File: config.mk
export PLATFORM = sky130hd
export DESIGN_NAME = power_monitor_result_registers
export DESIGN_NICKNAME = d
export VERILOG_FILES = /design/src/core/pmon_pkg.sv /design/src/core/power_monitor_result_registers.sv /design/src/core/sat_mul.sv
export SDC_FILE = /design/constraint.sdc
export NUM_CORES = 1
export LEC_CHECK = 0
export BUFFER_PORTS_ARGS = -buffer_cell sky130_fd_sc_hd__buf_2
export CAP_MARGIN = 40
export CORE_AREA = 2 2 162 283
export CTS_CLUSTER_DIAMETER = 200
export DETAILED_ROUTE_END_ITERATION = 6
export DIE_AREA = 0 0 164 285
export PLACE_DENSITY = 0.65
export SLEW_MARGIN = 20
export SYNTH_ARGS = -nofsm -noshare
export SYNTH_HDL_FRONTEND = slang
export SYNTH_SLANG_ARGS = --single-unit
export TNS_END_PERCENT = 100
File: constraint.sdc
create_clock -name i_clock -period 20.7 [get_ports i_clock]
set_clock_uncertainty 0.15 [all_clocks]
set_input_delay 4.14 -clock i_clock [delete_from_list [all_inputs] [get_ports i_clock]]
set_output_delay 4.14 -clock i_clock [all_outputs]
set_load 0.02 [all_outputs]
File: src/core/pmon_pkg.sv
// shared constants and types for the power monitor result registers
package pmon_pkg;
  // register pointer values
  localparam logic [7:0]  ADDR_BUS_VOLT    = 8'h02;
  localparam logic [7:0]  ADDR_POWER       = 8'h03;
  localparam logic [7:0]  ADDR_CURRENT     = 8'h04;
  localparam logic [7:0]  ADDR_CAL         = 8'h05;
  // reset values
  localparam logic [15:0] RST_POWER        = 16'h0000;
  localparam logic [15:0] RST_CURRENT      = 16'h0000;
  localparam logic [15:0] RST_CAL          = 16'h0000;
  localparam logic [12:0] RST_BUS_VOLT     = 13'h0000;
  // bus voltage field layout
  localparam int          BUS_VOLT_LSB_POS = 3;
  localparam int          RDY_POS          = 1;
  localparam int          OVF_POS          = 0;
  localparam int          BUS_VOLT_W       = 13;
  // full-scale counts, 4 mV per count
  localparam logic [12:0] FS_COUNT_32V     = 13'h1f40;
  localparam logic [12:0] FS_COUNT_16V     = 13'h0fa0;
  localparam int          BUS_VOLT_LSB_MV  = 4;
  // calibration: bit 0 is void
  localparam logic [15:0] CAL_WR_MASK      = 16'hfffe;
  // operating mode codes that leave the ready flag alone
  localparam logic [2:0]  MODE_POWER_DOWN  = 3'h0;
  localparam logic [2:0]  MODE_DISABLE     = 3'h4;

  // host register access strobe group
  typedef struct packed {
    logic        rd;
    logic        wr;
    logic [7:0]  addr;
    logic [15:0] wdata;
  } reg_req_t;

  // completed measurement from the conversion sequencer
  typedef struct packed {
    logic               done;
    logic signed [15:0] shunt;
    logic [12:0]        bus_volt;
  } meas_t;

  typedef enum logic [2:0] {
    ST_IDLE = 3'b001,
    ST_CALC = 3'b010,
    ST_LOAD = 3'b100
  } calc_state_t;
endpackage

File: src/core/power_monitor_result_registers.sv
// result and calibration register bank of the shunt power monitor
`timescale 1ns/1ps
module power_monitor_result_registers
  import pmon_pkg::*;
#(
  parameter int CUR_SHIFT = 12,
  parameter int PWR_SHIFT = 13
) (
  // clock and reset
  input  wire logic        i_clock,
  input  wire logic        i_rstn,
  // host register access from the serial interface
  input  wire reg_req_t    i_req,
  output logic [15:0]      o_rdata,
  output logic             o_rvalid,
  // conversion sequencer
  input  wire meas_t       i_meas,
  input  wire logic        i_mode_wr,
  input  wire logic [2:0]  i_mode,
  // status to the rest of the device
  output logic             o_busy
);
  // ----------------------------------------------------------------
  // registers
  // ----------------------------------------------------------------
  calc_state_t        state_r;
  calc_state_t        state_nxt;
  logic [12:0]        bus_volt_r;
  logic [12:0]        pend_bus_r;
  logic signed [15:0] pend_shunt_r;
  logic signed [15:0] current_r;
  logic signed [15:0] cur_tmp_r;
  logic [15:0]        power_r;
  logic [15:0]        cal_r;
  logic               rdy_r;
  logic               ovf_r;
  logic               cur_ovf_r;
  logic [15:0]        rdata_r;
  logic               rvalid_r;

  // ----------------------------------------------------------------
  // decode
  // ----------------------------------------------------------------
  logic sel_bus;
  logic sel_pwr;
  logic sel_cur;
  logic sel_cal;
  logic cal_wr;
  logic pwr_rd;
  logic mode_clr;
  logic set_rdy;

  assign sel_bus = i_req.addr == ADDR_BUS_VOLT;
  assign sel_pwr = i_req.addr == ADDR_POWER;
  assign sel_cur = i_req.addr == ADDR_CURRENT;
  assign sel_cal = i_req.addr == ADDR_CAL;
  assign cal_wr  = i_req.wr & sel_cal;
  assign pwr_rd  = i_req.rd & sel_pwr;
  // off modes leave the flag alone
  assign mode_clr = i_mode_wr & (i_mode != MODE_POWER_DOWN)
                    & (i_mode != MODE_DISABLE);

  // ----------------------------------------------------------------
  // arithmetic
  // ----------------------------------------------------------------
  // calibration value excludes void bit 0
  logic signed [16:0] cal_op;
  logic signed [16:0] shunt_op;
  logic signed [16:0] cur_op;
  logic signed [16:0] bus_op;
  logic signed [15:0] cur_res;
  logic signed [15:0] pwr_res;
  logic               cur_ovf;
  logic               pwr_ovf;
  logic signed [15:0] pwr_mag;

  assign cal_op   = {1'b0, cal_r & CAL_WR_MASK};
  assign shunt_op = {pend_shunt_r[15], pend_shunt_r};
  assign cur_op   = {cur_tmp_r[15], cur_tmp_r};
  assign bus_op   = {4'h0, pend_bus_r};

  // current = shunt * cal >> CUR_SHIFT
  sat_mul #(
    .SHIFT (CUR_SHIFT)
  ) u_cur_mul (
    .i_a   (shunt_op),
    .i_b   (cal_op),
    .o_res (cur_res),
    .o_ovf (cur_ovf)
  );

  // power = current * bus >> PWR_SHIFT
  sat_mul #(
    .SHIFT (PWR_SHIFT)
  ) u_pwr_mul (
    .i_a   (cur_op),
    .i_b   (bus_op),
    .o_res (pwr_res),
    .o_ovf (pwr_ovf)
  );

  // power register is unsigned; report magnitude
  assign pwr_mag = pwr_res[15] ? -pwr_res : pwr_res;

  // ----------------------------------------------------------------
  // sequencing: capture, current, then power and publish
  // ----------------------------------------------------------------
  always_comb begin
    state_nxt = state_r;
    case (state_r)
      ST_IDLE: begin
        if (i_meas.done) begin
          state_nxt = ST_CALC;
        end
      end
      ST_CALC: begin
        state_nxt = ST_LOAD;
      end
      ST_LOAD: begin
        state_nxt = ST_IDLE;
      end
      default: begin
        state_nxt = ST_IDLE;
      end
    endcase
  end

  // flag set on the publish cycle, after both products exist
  assign set_rdy = state_r == ST_LOAD;

  always_ff @(posedge i_clock or negedge i_rstn) begin
    if (!i_rstn) begin
      state_r <= ST_IDLE;
    end else begin
      state_r <= state_nxt;
    end
  end

  // new samples ignored while a calculation is in flight
  always_ff @(posedge i_clock or negedge i_rstn) begin
    if (!i_rstn) begin
      pend_bus_r   <= RST_BUS_VOLT;
      pend_shunt_r <= '0;
    end else if (state_r == ST_IDLE && i_meas.done) begin
      pend_bus_r   <= i_meas.bus_volt;
      pend_shunt_r <= i_meas.shunt;
    end
  end

  always_ff @(posedge i_clock or negedge i_rstn) begin
    if (!i_rstn) begin
      cur_tmp_r <= '0;
      cur_ovf_r <= 1'b0;
    end else if (state_r == ST_CALC) begin
      cur_tmp_r <= cur_res;
      cur_ovf_r <= cur_ovf;
    end
  end

  // visible results change all together, only when complete
  always_ff @(posedge i_clock or negedge i_rstn) begin
    if (!i_rstn) begin
      bus_volt_r <= RST_BUS_VOLT;
      current_r  <= RST_CURRENT;
      power_r    <= RST_POWER;
      ovf_r      <= 1'b0;
    end else if (set_rdy) begin
      bus_volt_r <= pend_bus_r;
      current_r  <= cur_tmp_r;
      power_r    <= pwr_mag;
      ovf_r      <= cur_ovf_r | pwr_ovf;
    end
  end

  // set wins over a clear in the same cycle
  always_ff @(posedge i_clock or negedge i_rstn) begin
    if (!i_rstn) begin
      rdy_r <= 1'b0;
    end else if (set_rdy) begin
      rdy_r <= 1'b1;
    end else if (pwr_rd || mode_clr) begin
      rdy_r <= 1'b0;
    end
  end

  always_ff @(posedge i_clock or negedge i_rstn) begin
    if (!i_rstn) begin
      cal_r <= RST_CAL;
    end else if (cal_wr) begin
      cal_r <= i_req.wdata & CAL_WR_MASK;
    end
  end

  // ----------------------------------------------------------------
  // read path
  // ----------------------------------------------------------------
  logic [15:0] bus_word;
  logic [15:0] rd_mux;

  // range select does not change the 4 mV weight; field is raw
  assign bus_word = {bus_volt_r, 1'b0, rdy_r, ovf_r};

  // results, power and current are read-only: writes fall through
  assign rd_mux = sel_bus ? bus_word :
                  sel_pwr ? power_r :
                  sel_cur ? current_r :
                  sel_cal ? cal_r : 16'h0000;

  always_ff @(posedge i_clock or negedge i_rstn) begin
    if (!i_rstn) begin
      rdata_r  <= 16'h0000;
      rvalid_r <= 1'b0;
    end else begin
      rvalid_r <= i_req.rd;
      if (i_req.rd) begin
        rdata_r <= rd_mux;
      end
    end
  end

  assign o_rdata  = rdata_r;
  assign o_rvalid = rvalid_r;
  assign o_busy   = state_r != ST_IDLE;
endmodule

File: src/core/sat_mul.sv
// signed multiply, arithmetic shift and saturation to 16 bits
`timescale 1ns/1ps
module sat_mul #(
  parameter int SHIFT = 12
) (
  // operands
  input  wire logic signed [16:0] i_a,
  input  wire logic signed [16:0] i_b,
  // result
  output logic signed [15:0]      o_res,
  output logic                    o_ovf
);
  logic signed [33:0] prod;
  logic signed [33:0] shifted;
  logic               too_big;
  logic               too_small;

  assign prod      = i_a * i_b;
  assign shifted   = prod >>> SHIFT;
  assign too_big   = shifted > 34'sd32767;
  assign too_small = shifted < -34'sd32768;
  assign o_ovf     = too_big | too_small;
  assign o_res     = too_big ? 16'sh7fff : too_small ? -16'sh8000 : shifted[15:0];
endmodule

==> results.yml, run 1 <==
yosys:
  avgSynthCellArea_um2: 9.19
  yosysUniqueCellTypes: 72
  synth-edff-count: 0
  ys_seq_area_share_pct: 14.0
  synthesis.instances: 2490
  netlist_area_mm2: 0.0229
  synth_nets: 3150
  synth_seq_cells: 128
  synthFlopType: "dfrtp_1"
  yosysWarnings: 0
  synthArstFlopShare_pct: 100
detailed_routing:
  firstDrtPassIters: 7
  post_drt_via_cell_ratio: 5.52
  drt_iter0_drc: 750
  ant_nets: 0
  drc: 0
  vias: 17036
  routed_wirelength_um: 58900
  routedWlPerCell_um: 19.1
floorplan:
  chipHeight_um: 285
  initial_utilization_pct: 51.2
  row_count: 103
  die_w_um: 164
  design.core.area_mm2: 0.0447
  ios: 80
  die_area_mm2: 0.0467
setup_path:
  slowest_delay_ns: 0.67
  required_ns: 20.86
  crit_fanout: 15
  worstSetupPathType: "register to register"
  cpMaxStageDelayCell: "dfrtp_1"
  reg2reg_slack_ns: 11.95
  end_kind: "register"
  path_delay_family: "adder cells"
  timing.rr.start: "cur_tmp_r[5]$_DFFE_PN0P_"
  critPathLaunchType: "register"
  cp.buffers_inverters: 7
  startpoint: "cur_tmp_r[5]$_DFFE_PN0P_"
  crit_arrival_ns: 8.91
global_route:
  grt_pass1_vias: 19299
  antenna_found_initial: 1
  grt_pass1_wl_um: 97900
  grt_overflow: 0
  grtUsageTotal_pct: 27.2
  grt_max_degree: 61
final_layout:
  fillers: 4087
  multiInputGateArea_mm2: 0.0173
  layout_commonest_cell: "inv_1"
  antenna_cells: 0
  nNetsFinal: 3156
  drive_above_1_share_pct: 7.89
  area_delta_synth_final_pct: 6.78
  stdcell_area_mm2: 0.0244
  final_cell_mix: "inv_1, fa_1, nand2_1, and2_1, ha_1"
  seqCellArea_mm2: 0.00320
clock_network:
  postCtsSetupRepairBufs: 0
  htreeDepth: 4
  cts_root_buffer: "clkbuf_16"
  cts_inserted_buffers: 17
  cts_sinks: 128
  cts_buffer_depth: 2
  cts_tree: "done"
  clk_pin_slew_ns: 0.06
  hold_buffers: 0
  clk_latency_ns: 0.44
  cts_resized: 0
min_path:
  hold_start: "current_r[0]$_DFFE_PN0P_"
  hp-class: "register to register"
sta:
  slew_headroom_pct: 40.2
  slew_viol_final: 0
  fmax_mhz: 114
  tightest_slew_ns: 0.897
  period_minus_slack_ns: 8.75
  setup_viol: 0
  finalHoldViolCount: 0
  min_period_over_period_pct: 42.3
  rsz0062_at_grt: "false"
  setup_tns_ns: 0
place:
  port_buffers: 77
  dpl_cell_area_mm2: 0.0238
  place_hpwl_um: 47400
  gp_congestion: 0.901
run:
  max_cap_viol_count: 0
status:
  status: "finished clean"
## through the flow
stage | utilization (%) | cells | hold WS (ns) | worst slack, ns
2_1_floorplan | - | 2490 | 0.294 | 13.07
3_3_place_gp | 53.0 | 3044 | 0.307 | 12.05
3_5_place_dp | 53.2 | 3050 | 0.312 | 11.97
4_1_cts | 54.5 | 3082 | 0.328 | 11.93
5_1_grt | 54.6 | 3086 | 0.342 | 11.55
6_report | 54.6 | 3086 | 0.327 | 11.95
## registers in the layout, summed over array words and instances, names as in the netlist
register / cells
pend_bus_r: 13
cal_r: 15
state_r: 3
power_r: 16
rdy_r: 1
pend_shunt_r: 16
cur_ovf_r: 1
cur_tmp_r: 16
bus_volt_r: 13
o_rdata: 16
o_rvalid: 1
current_r: 16
ovf_r: 1
## routing by layer
metal  wire, um  vias to the layer above  track usage (%)
li1           -                     7623                -
met1      20500                     8787             28.8
met2      33700                      453             52.8
met3       1770                      171             2.53
met4       2970                        2             12.7
met5         11                        -                0
## cell usage after synthesis, drive strengths merged (16+ instances only)
cell type,count,area (um^2)
a21oi,69,345
a31oi,21,131
and2,226,1410
clkbuf,112,422
dfrtp,127,3180
fa,446,8930
ha,152,1900
inv,518,1940
mux2,45,507
nand2,388,1460
nor2,69,259
nor3,16,85.1
o21ai,40,200
xnor2,38,333
xor2,18,158
## final timing paths
kind	to	cells past startpoint
setup / recovery	power_r[12]$_DFFE_PN0P_	27
hold / removal	current_r[0]$_DFFE_PN0P_	2
setup reg to reg	power_r[12]$_DFFE_PN0P_	27
hold reg to reg	current_r[0]$_DFFE_PN0P_	2
max in group asynchronous	o_rdata[3]$_DFFE_PN0P_	3
min in group asynchronous	pend_shunt_r[15]$_DFFE_PN0P_	1
## cell families (layout without fill, tap and decap cells)
group	after synthesis	after routing	synth area share, %
simple gates	787	787	16.7
buf+inv	635	654	10.4
fa+ha+maj	599	599	47.4
compound gates	238	238	7.02
flops	128	128	14.0
xor+xnor	56	56	2.14
mux	47	47	2.30
## area by class of cell
cell class | instances | area share, %
sequential | 128 | 13.1
multi-input combinational | 1727 | 70.8
inverter | 519 | 7.97
clock inverter | 13 | 0.594
timing repair buffer | 103 | 2.74
tap | 577 | 2.95
clock buffer | 19 | 1.81
## worst min-delay path, stage by stage (launching register included)
cell and delay [ns]:
dfrtp_1 0.34, nand2_1 0.05, nand2_1 0.05
Power of run 1 is not shown: default switching activity piles up to over one toggle a cycle in this logic, so the estimate is an artifact.
==> run 2: changes to the inputs <==
- PLACE_DENSITY: 0.65 -> 0.68
- clock period: 20.7 -> 7.25 ns (I/O delays scaled with it)
==> run 2 against run 1 <==
The run now ends with negative setup slack left; register-to-register slack worse by 12 ns; global-route usage is 1.4 points higher; via count is 6.2% higher; worst setup slack worse by 12 ns; clock-buffer cell count is 1 higher.
==> results.yml, run 2 (same netlist as run 1, synthesis figures left out) <==
detailed_routing:
  post_drt_via_cell_ratio: 5.45
  wl_met2_um: 36100
  met3WireLength_um: 1910
  wl_met1_um: 21100
  routed_wirelength_um: 63100
  drt_iter0_drc: 906
  ant_nets: 0
  drc: 0
  routedWlPerCell_um: 19.0
  top_layer: "met5"
  vias: 18093
  firstDrtPassIters: 6
setup_path:
  rr_endpoint: "power_r[15]$_DFFE_PN0P_"
  cpMaxStageDelayCell: "or4b_4"
  crit_top_cell: "fa_1"
  crit_arrival_ns: 7.81
  end_kind: "register"
  startpoint: "pend_bus_r[2]$_DFFE_PN0P_"
  worstRegToRegCells: 25
  critPathLaunchType: "register"
  timing.rr.start: "pend_bus_r[2]$_DFFE_PN0P_"
  required_ns: 7.49
  reg2reg_slack_ns: -0.32
  slowest_delay_ns: 0.56
  crit_fanout: 4
  worstSetupPathType: "register to register"
floorplan:
  ios: 80
  design.core.area_mm2: 0.0447
  initial_utilization_pct: 51.2
  die_area_mm2: 0.0467
  die_w_um: 164
  chipHeight_um: 285
  row_count: 103
min_path:
  hp-class: "register to register"
  hold_start: "bus_volt_r[5]$_DFFE_PN0P_"
  holdPathStages: 2
  whs_endpoint: "bus_volt_r[5]$_DFFE_PN0P_"
sta:
  finalHoldViolCount: 0
  fmax_mhz: 132
  slew_viol_final: 0
  min_period_over_period_pct: 104
  slew_headroom_pct: 44.8
  rsz0062_at_grt: "true"
  tightest_slew_ns: 0.819
  fin_ws_ns: -0.321
  setup_viol: 7
  period_minus_slack_ns: 7.57
global_route:
  grt_max_degree: 61
  antenna_found_initial: 2
  grtUsageTotal_pct: 28.6
  grt_overflow: 0
  grt_pass1_vias: 20526
  grt_pass1_wl_um: 103000
place:
  gp_congestion: 0.929
  pre_cts_ws_ns: -0.571
  place_hpwl_um: 52900
  port_buffers: 77
clock_network:
  hold_buffers: 0
  cts_sinks: 128
  cts_tree: "done"
  cts_buffer_depth: 2
  clk_pin_slew_ns: 0.07
  htreeDepth: 4
  clk_latency_ns: 0.45
  cts_inserted_buffers: 17
  cts_root_buffer: "clkbuf_16"
final_layout:
  area_delta_synth_final_pct: 16.9
  layout_commonest_cell: "inv_1"
  final_cell_mix: "inv_1, fa_1, nand2_1, buf_4, and2_1"
  fillers: 3867
  drive_above_1_share_pct: 19.3
  nNetsFinal: 3386
status:
  violations: "negative setup slack"
  status: "complete, but fails checks"
run:
  max_cap_viol_count: 0
run 2: cell count changes in the layout (fill, tap and decap cells not counted), sizes merged:
cell | before | now
buf | 103 | 331
clkbuf | 19 | 22
clkinv | 3 | 5
diode | 0 | 2
inv | 526 | 523
run 2: how the worst max path moves through the flow:
stage                              end  cells past startpoint
3_5_place_dp    power_r[8]$_DFFE_PN0P_                     28
5_1_grt        power_r[11]$_DFFE_PN0P_                     26
3_3_place_gp    power_r[2]$_DFFE_PN0P_                     29
4_1_cts        power_r[15]$_DFFE_PN0P_                     24
2_1_floorplan  power_r[15]$_DFFE_PN0P_                     25
6_report       power_r[15]$_DFFE_PN0P_                     25
run 2: final cells by class:
class | instances | area [um^2] | share of cell area [%]
Multi-Input combinational cell | 1727 | 17800 | 66.4
Clock buffer | 20 | 457 | 1.71
Clock inverter | 12 | 124 | 0.463
Timing Repair Buffer | 333 | 2510 | 9.38
Antenna cell | 2 | 5.00 | 0.0187
Sequential cell | 128 | 3230 | 12.1
Tap cell | 577 | 722 | 2.70
Inverter | 519 | 1950 | 7.30
run 2: critical path, delay by kind of cell (launching register included):
| kind | cells | cell delay [ns] |
|---|---|---|
| buffers and inverters | 7 | 0.43 |
| and+or+nand+nor | 6 | 1.99 |
| adders and majority gates | 7 | 3.14 |
| AOI/OAI and AO/OA | 5 | 1.39 |
| DFF | 1 | 0.42 |
run 2: layer usage:
layer	GRT usage, %	vias up
met5	0	-
met4	16.3	2
met3	2.95	208
met2	55.1	488
met1	29.3	9325
li1	-	8070
run 2: timing repair:
action                                  4_1_cts  5_1_grt
gates cloned                                  0        2
endpoints found under the setup margin       21       32
buffers inserted                              8       10
gates resized for setup                      56       72
pin swaps                                    36       34
run 2: per-stage QoR:
step           hold slack [ns]  utilization (%)  instance area [um^2]  cells  setup TNS [ns]
4_1_cts                  0.333             58.9                 26400   3305           -1.83
6_report                 0.334             59.8                 26800   3318           -1.39
5_1_grt                  0.354             59.8                 26700   3316           -3.72
2_1_floorplan            0.294                -                 22900   2490          -0.935
3_3_place_gp             0.308             56.9                 25400   3261           -4.95
3_5_place_dp             0.313             57.0                 25500   3265           -6.04
Power of run 2 is left out for the same reason.
==> run 3: changes to the inputs <==
- ABC_AREA: default -> 1
- CORE_AREA: 2 2 162 283 -> 2 2 166 290
- DIE_AREA: 0 0 164 285 -> 0 0 168 292
==> run 3 against run 2 <==
The run now ends clean; worst setup slack better by 0.71 ns; synthesized area is 4.9% higher; register-to-register slack gained 0.71 ns; utilization is 3.0 points lower; maximum frequency grew 10%; highest routed layer is now met4; critical path type unchanged; via count is 8.9% higher; cell count up 14%; critical path depth increased by 8; largest cell class unchanged.
==> results.yml, run 3 <==
status:
  status: "finished clean"
place:
  place_hpwl_um: 57200
  port_buffers: 77
  pre_cts_ws_ns: 0.0876
  dpl.cell_count: 3754
  gp_congestion: 0.926
global_route:
  globalRouteMet1Util_pct: 28.5
  top_usage_layer: "met2"
  grt_max_degree: 54
  met3_usage_pct: 2.97
  grt_pass1_wl_um: 110000
  grtUsageTotal_pct: 29.1
  use_met2_pct: 57.1
  grt_overflow: 0
  antenna_found_initial: 0
  grt_pass1_vias: 21820
yosys:
  yosysWarnings: 0
  synth_nets: 3727
  yosys.cell_count.top_type: "nand2_1"
  synthFlopType: "dfrtp_1"
  synth_commonest_cells: "nand2_1, inv_1, fa_1"
  ys_seq_area_share_pct: 13.3
  synth.largest_area_cell: "fa_1"
  synthArstFlopShare_pct: 100
  synthesis.instances: 3067
  synthTopCellsByArea: "fa_1, nand2_1, inv_1"
  netlist_area_mm2: 0.0240
  synth_seq_cells: 128
  yosysUniqueCellTypes: 49
  synth-edff-count: 0
  synth_top_cell_area_share_pct: 37.2
  avgSynthCellArea_um2: 7.83
setup_path:
  timing.rr.start: "pend_bus_r[2]$_DFFE_PN0P_"
  critPathLaunchType: "register"
  worstRegToRegCells: 33
  crit_arrival_ns: 7.05
  crit_fanout: 24
  slowest_delay_ns: 0.56
  rr_endpoint: "power_r[13]$_DFFE_PN0P_"
  worstSetupPathType: "register to register"
  required_ns: 7.44
  startpoint: "pend_bus_r[2]$_DFFE_PN0P_"
  cpMaxStageDelayCell: "fa_1"
  reg2reg_slack_ns: 0.39
  end_kind: "register"
detailed_routing:
  drt_iter0_drc: 1013
  drc: 0
  routedWlPerCell_um: 17.7
  vias: 19701
  post_drt_via_cell_ratio: 5.20
  ant_nets: 0
  firstDrtPassIters: 5
  routed_wirelength_um: 67000
floorplan:
  design.core.area_mm2: 0.0466
  die_w_um: 168
  chipHeight_um: 292
  ios: 80
  row_count: 105
  die_area_mm2: 0.0491
  initial_utilization_pct: 51.5
final_layout:
  area_delta_synth_final_pct: 10.5
  final_core_util_pct: 56.9
  drive_above_1_share_pct: 11.0
  final_cell_mix: "nand2_1, inv_1, fa_1, ha_1, buf_4"
  layout_commonest_cell: "nand2_1"
  nNetsFinal: 3849
  antenna_cells: 0
  stdcell_count: 3790
clock_network:
  clk_latency_ns: 0.45
  cts_buffer_depth: 2
  cts_inserted_buffers: 17
  cts_root_buffer: "clkbuf_16"
  cts_sinks: 128
  htreeDepth: 4
  hold_buffers: 0
  clk_pin_slew_ns: 0.07
  cts_tree: "done"
sta:
  tightest_slew_ns: 0.816
  min_period_over_period_pct: 94.6
  period_minus_slack_ns: 6.86
  fin_ws_ns: 0.390
  fmax_mhz: 146
  rsz0062_at_grt: "true"
  setup_viol: 0
  slew_viol_final: 0
  slew_headroom_pct: 45.6
  finalHoldViolCount: 0
run:
  max_cap_viol_count: 0
min_path:
  hold_start: "current_r[3]$_DFFE_PN0P_"
  holdPathStages: 2
  whs_endpoint: "current_r[3]$_DFFE_PN0P_"
  hp-class: "register to register"
## run 3: worst max path at each step
stage | endpoint | slack [ns] | cells after the start
2_1_floorplan | power_r[10]$_DFFE_PN0P_ | 0.35 | 34
3_3_place_gp | power_r[10]$_DFFE_PN0P_ | 0.11 | 31
3_5_place_dp | power_r[10]$_DFFE_PN0P_ | 0.09 | 31
4_1_cts | power_r[10]$_DFFE_PN0P_ | 0.03 | 31
5_1_grt | power_r[10]$_DFFE_PN0P_ | -0.08 | 33
6_report | power_r[13]$_DFFE_PN0P_ | 0.39 | 33
## run 3: critical path: cells and delay by family (launching register included)
family | cells | cell delay, ns
AND/OR/NAND/NOR | 16 | 1.71
adder cells (fa/ha/maj) | 7 | 3.36
flip-flops | 1 | 0.50
AO/OA/AOI/OAI | 1 | 0.23
buffers and inverters | 9 | 0.80
## run 3: metrics by stage
stage                     hold WS (ns)  setup TNS, ns  area (um^2)
after floorplan                  0.292              0        24000
after global placement           0.305              0        25800
after detailed placement         0.313              0        25800
after CTS                        0.329              0        26400
after global routing             0.356         -0.189        26500
final                            0.331              0        26500
## run 3: routing by layer
layer	wire, um	share of wire (%)
met1	21300	32
met2	38200	57
met3	2660	4.0
met4	4800	7.2
met5	0	0
## run 3: cell families (layout without fill, tap and decap cells)
family	Yosys count	in the layout	share of synthesized area [%]
AND/OR/NAND/NOR	1087	1087	18.2
adder cells (fa/ha/maj)	598	598	45.1
AO/OA/AOI/OAI	203	203	4.92
XOR/XNOR	39	39	1.42
buffers and inverters	980	1115	15.5
flip-flops	128	128	13.3
multiplexers	32	32	1.50
## run 3: area by class of cell
cell class / instances / area (um^2)
clock inverters: 15 / 141
fillers: 4225 / 20100
inverters: 861 / 3230
multi-input cells: 1959 / 17100
clock buffers: 17 / 425
repair buffers: 222 / 1630
well taps: 588 / 736
flip-flops and latches: 128 / 3230
## run 3: what timing repair did
action	in CTS	in global routing
resized for setup	0	31
setup endpoints to repair	0	31
buffers inserted	0	4
Power of run 3 is left out for the same reason.
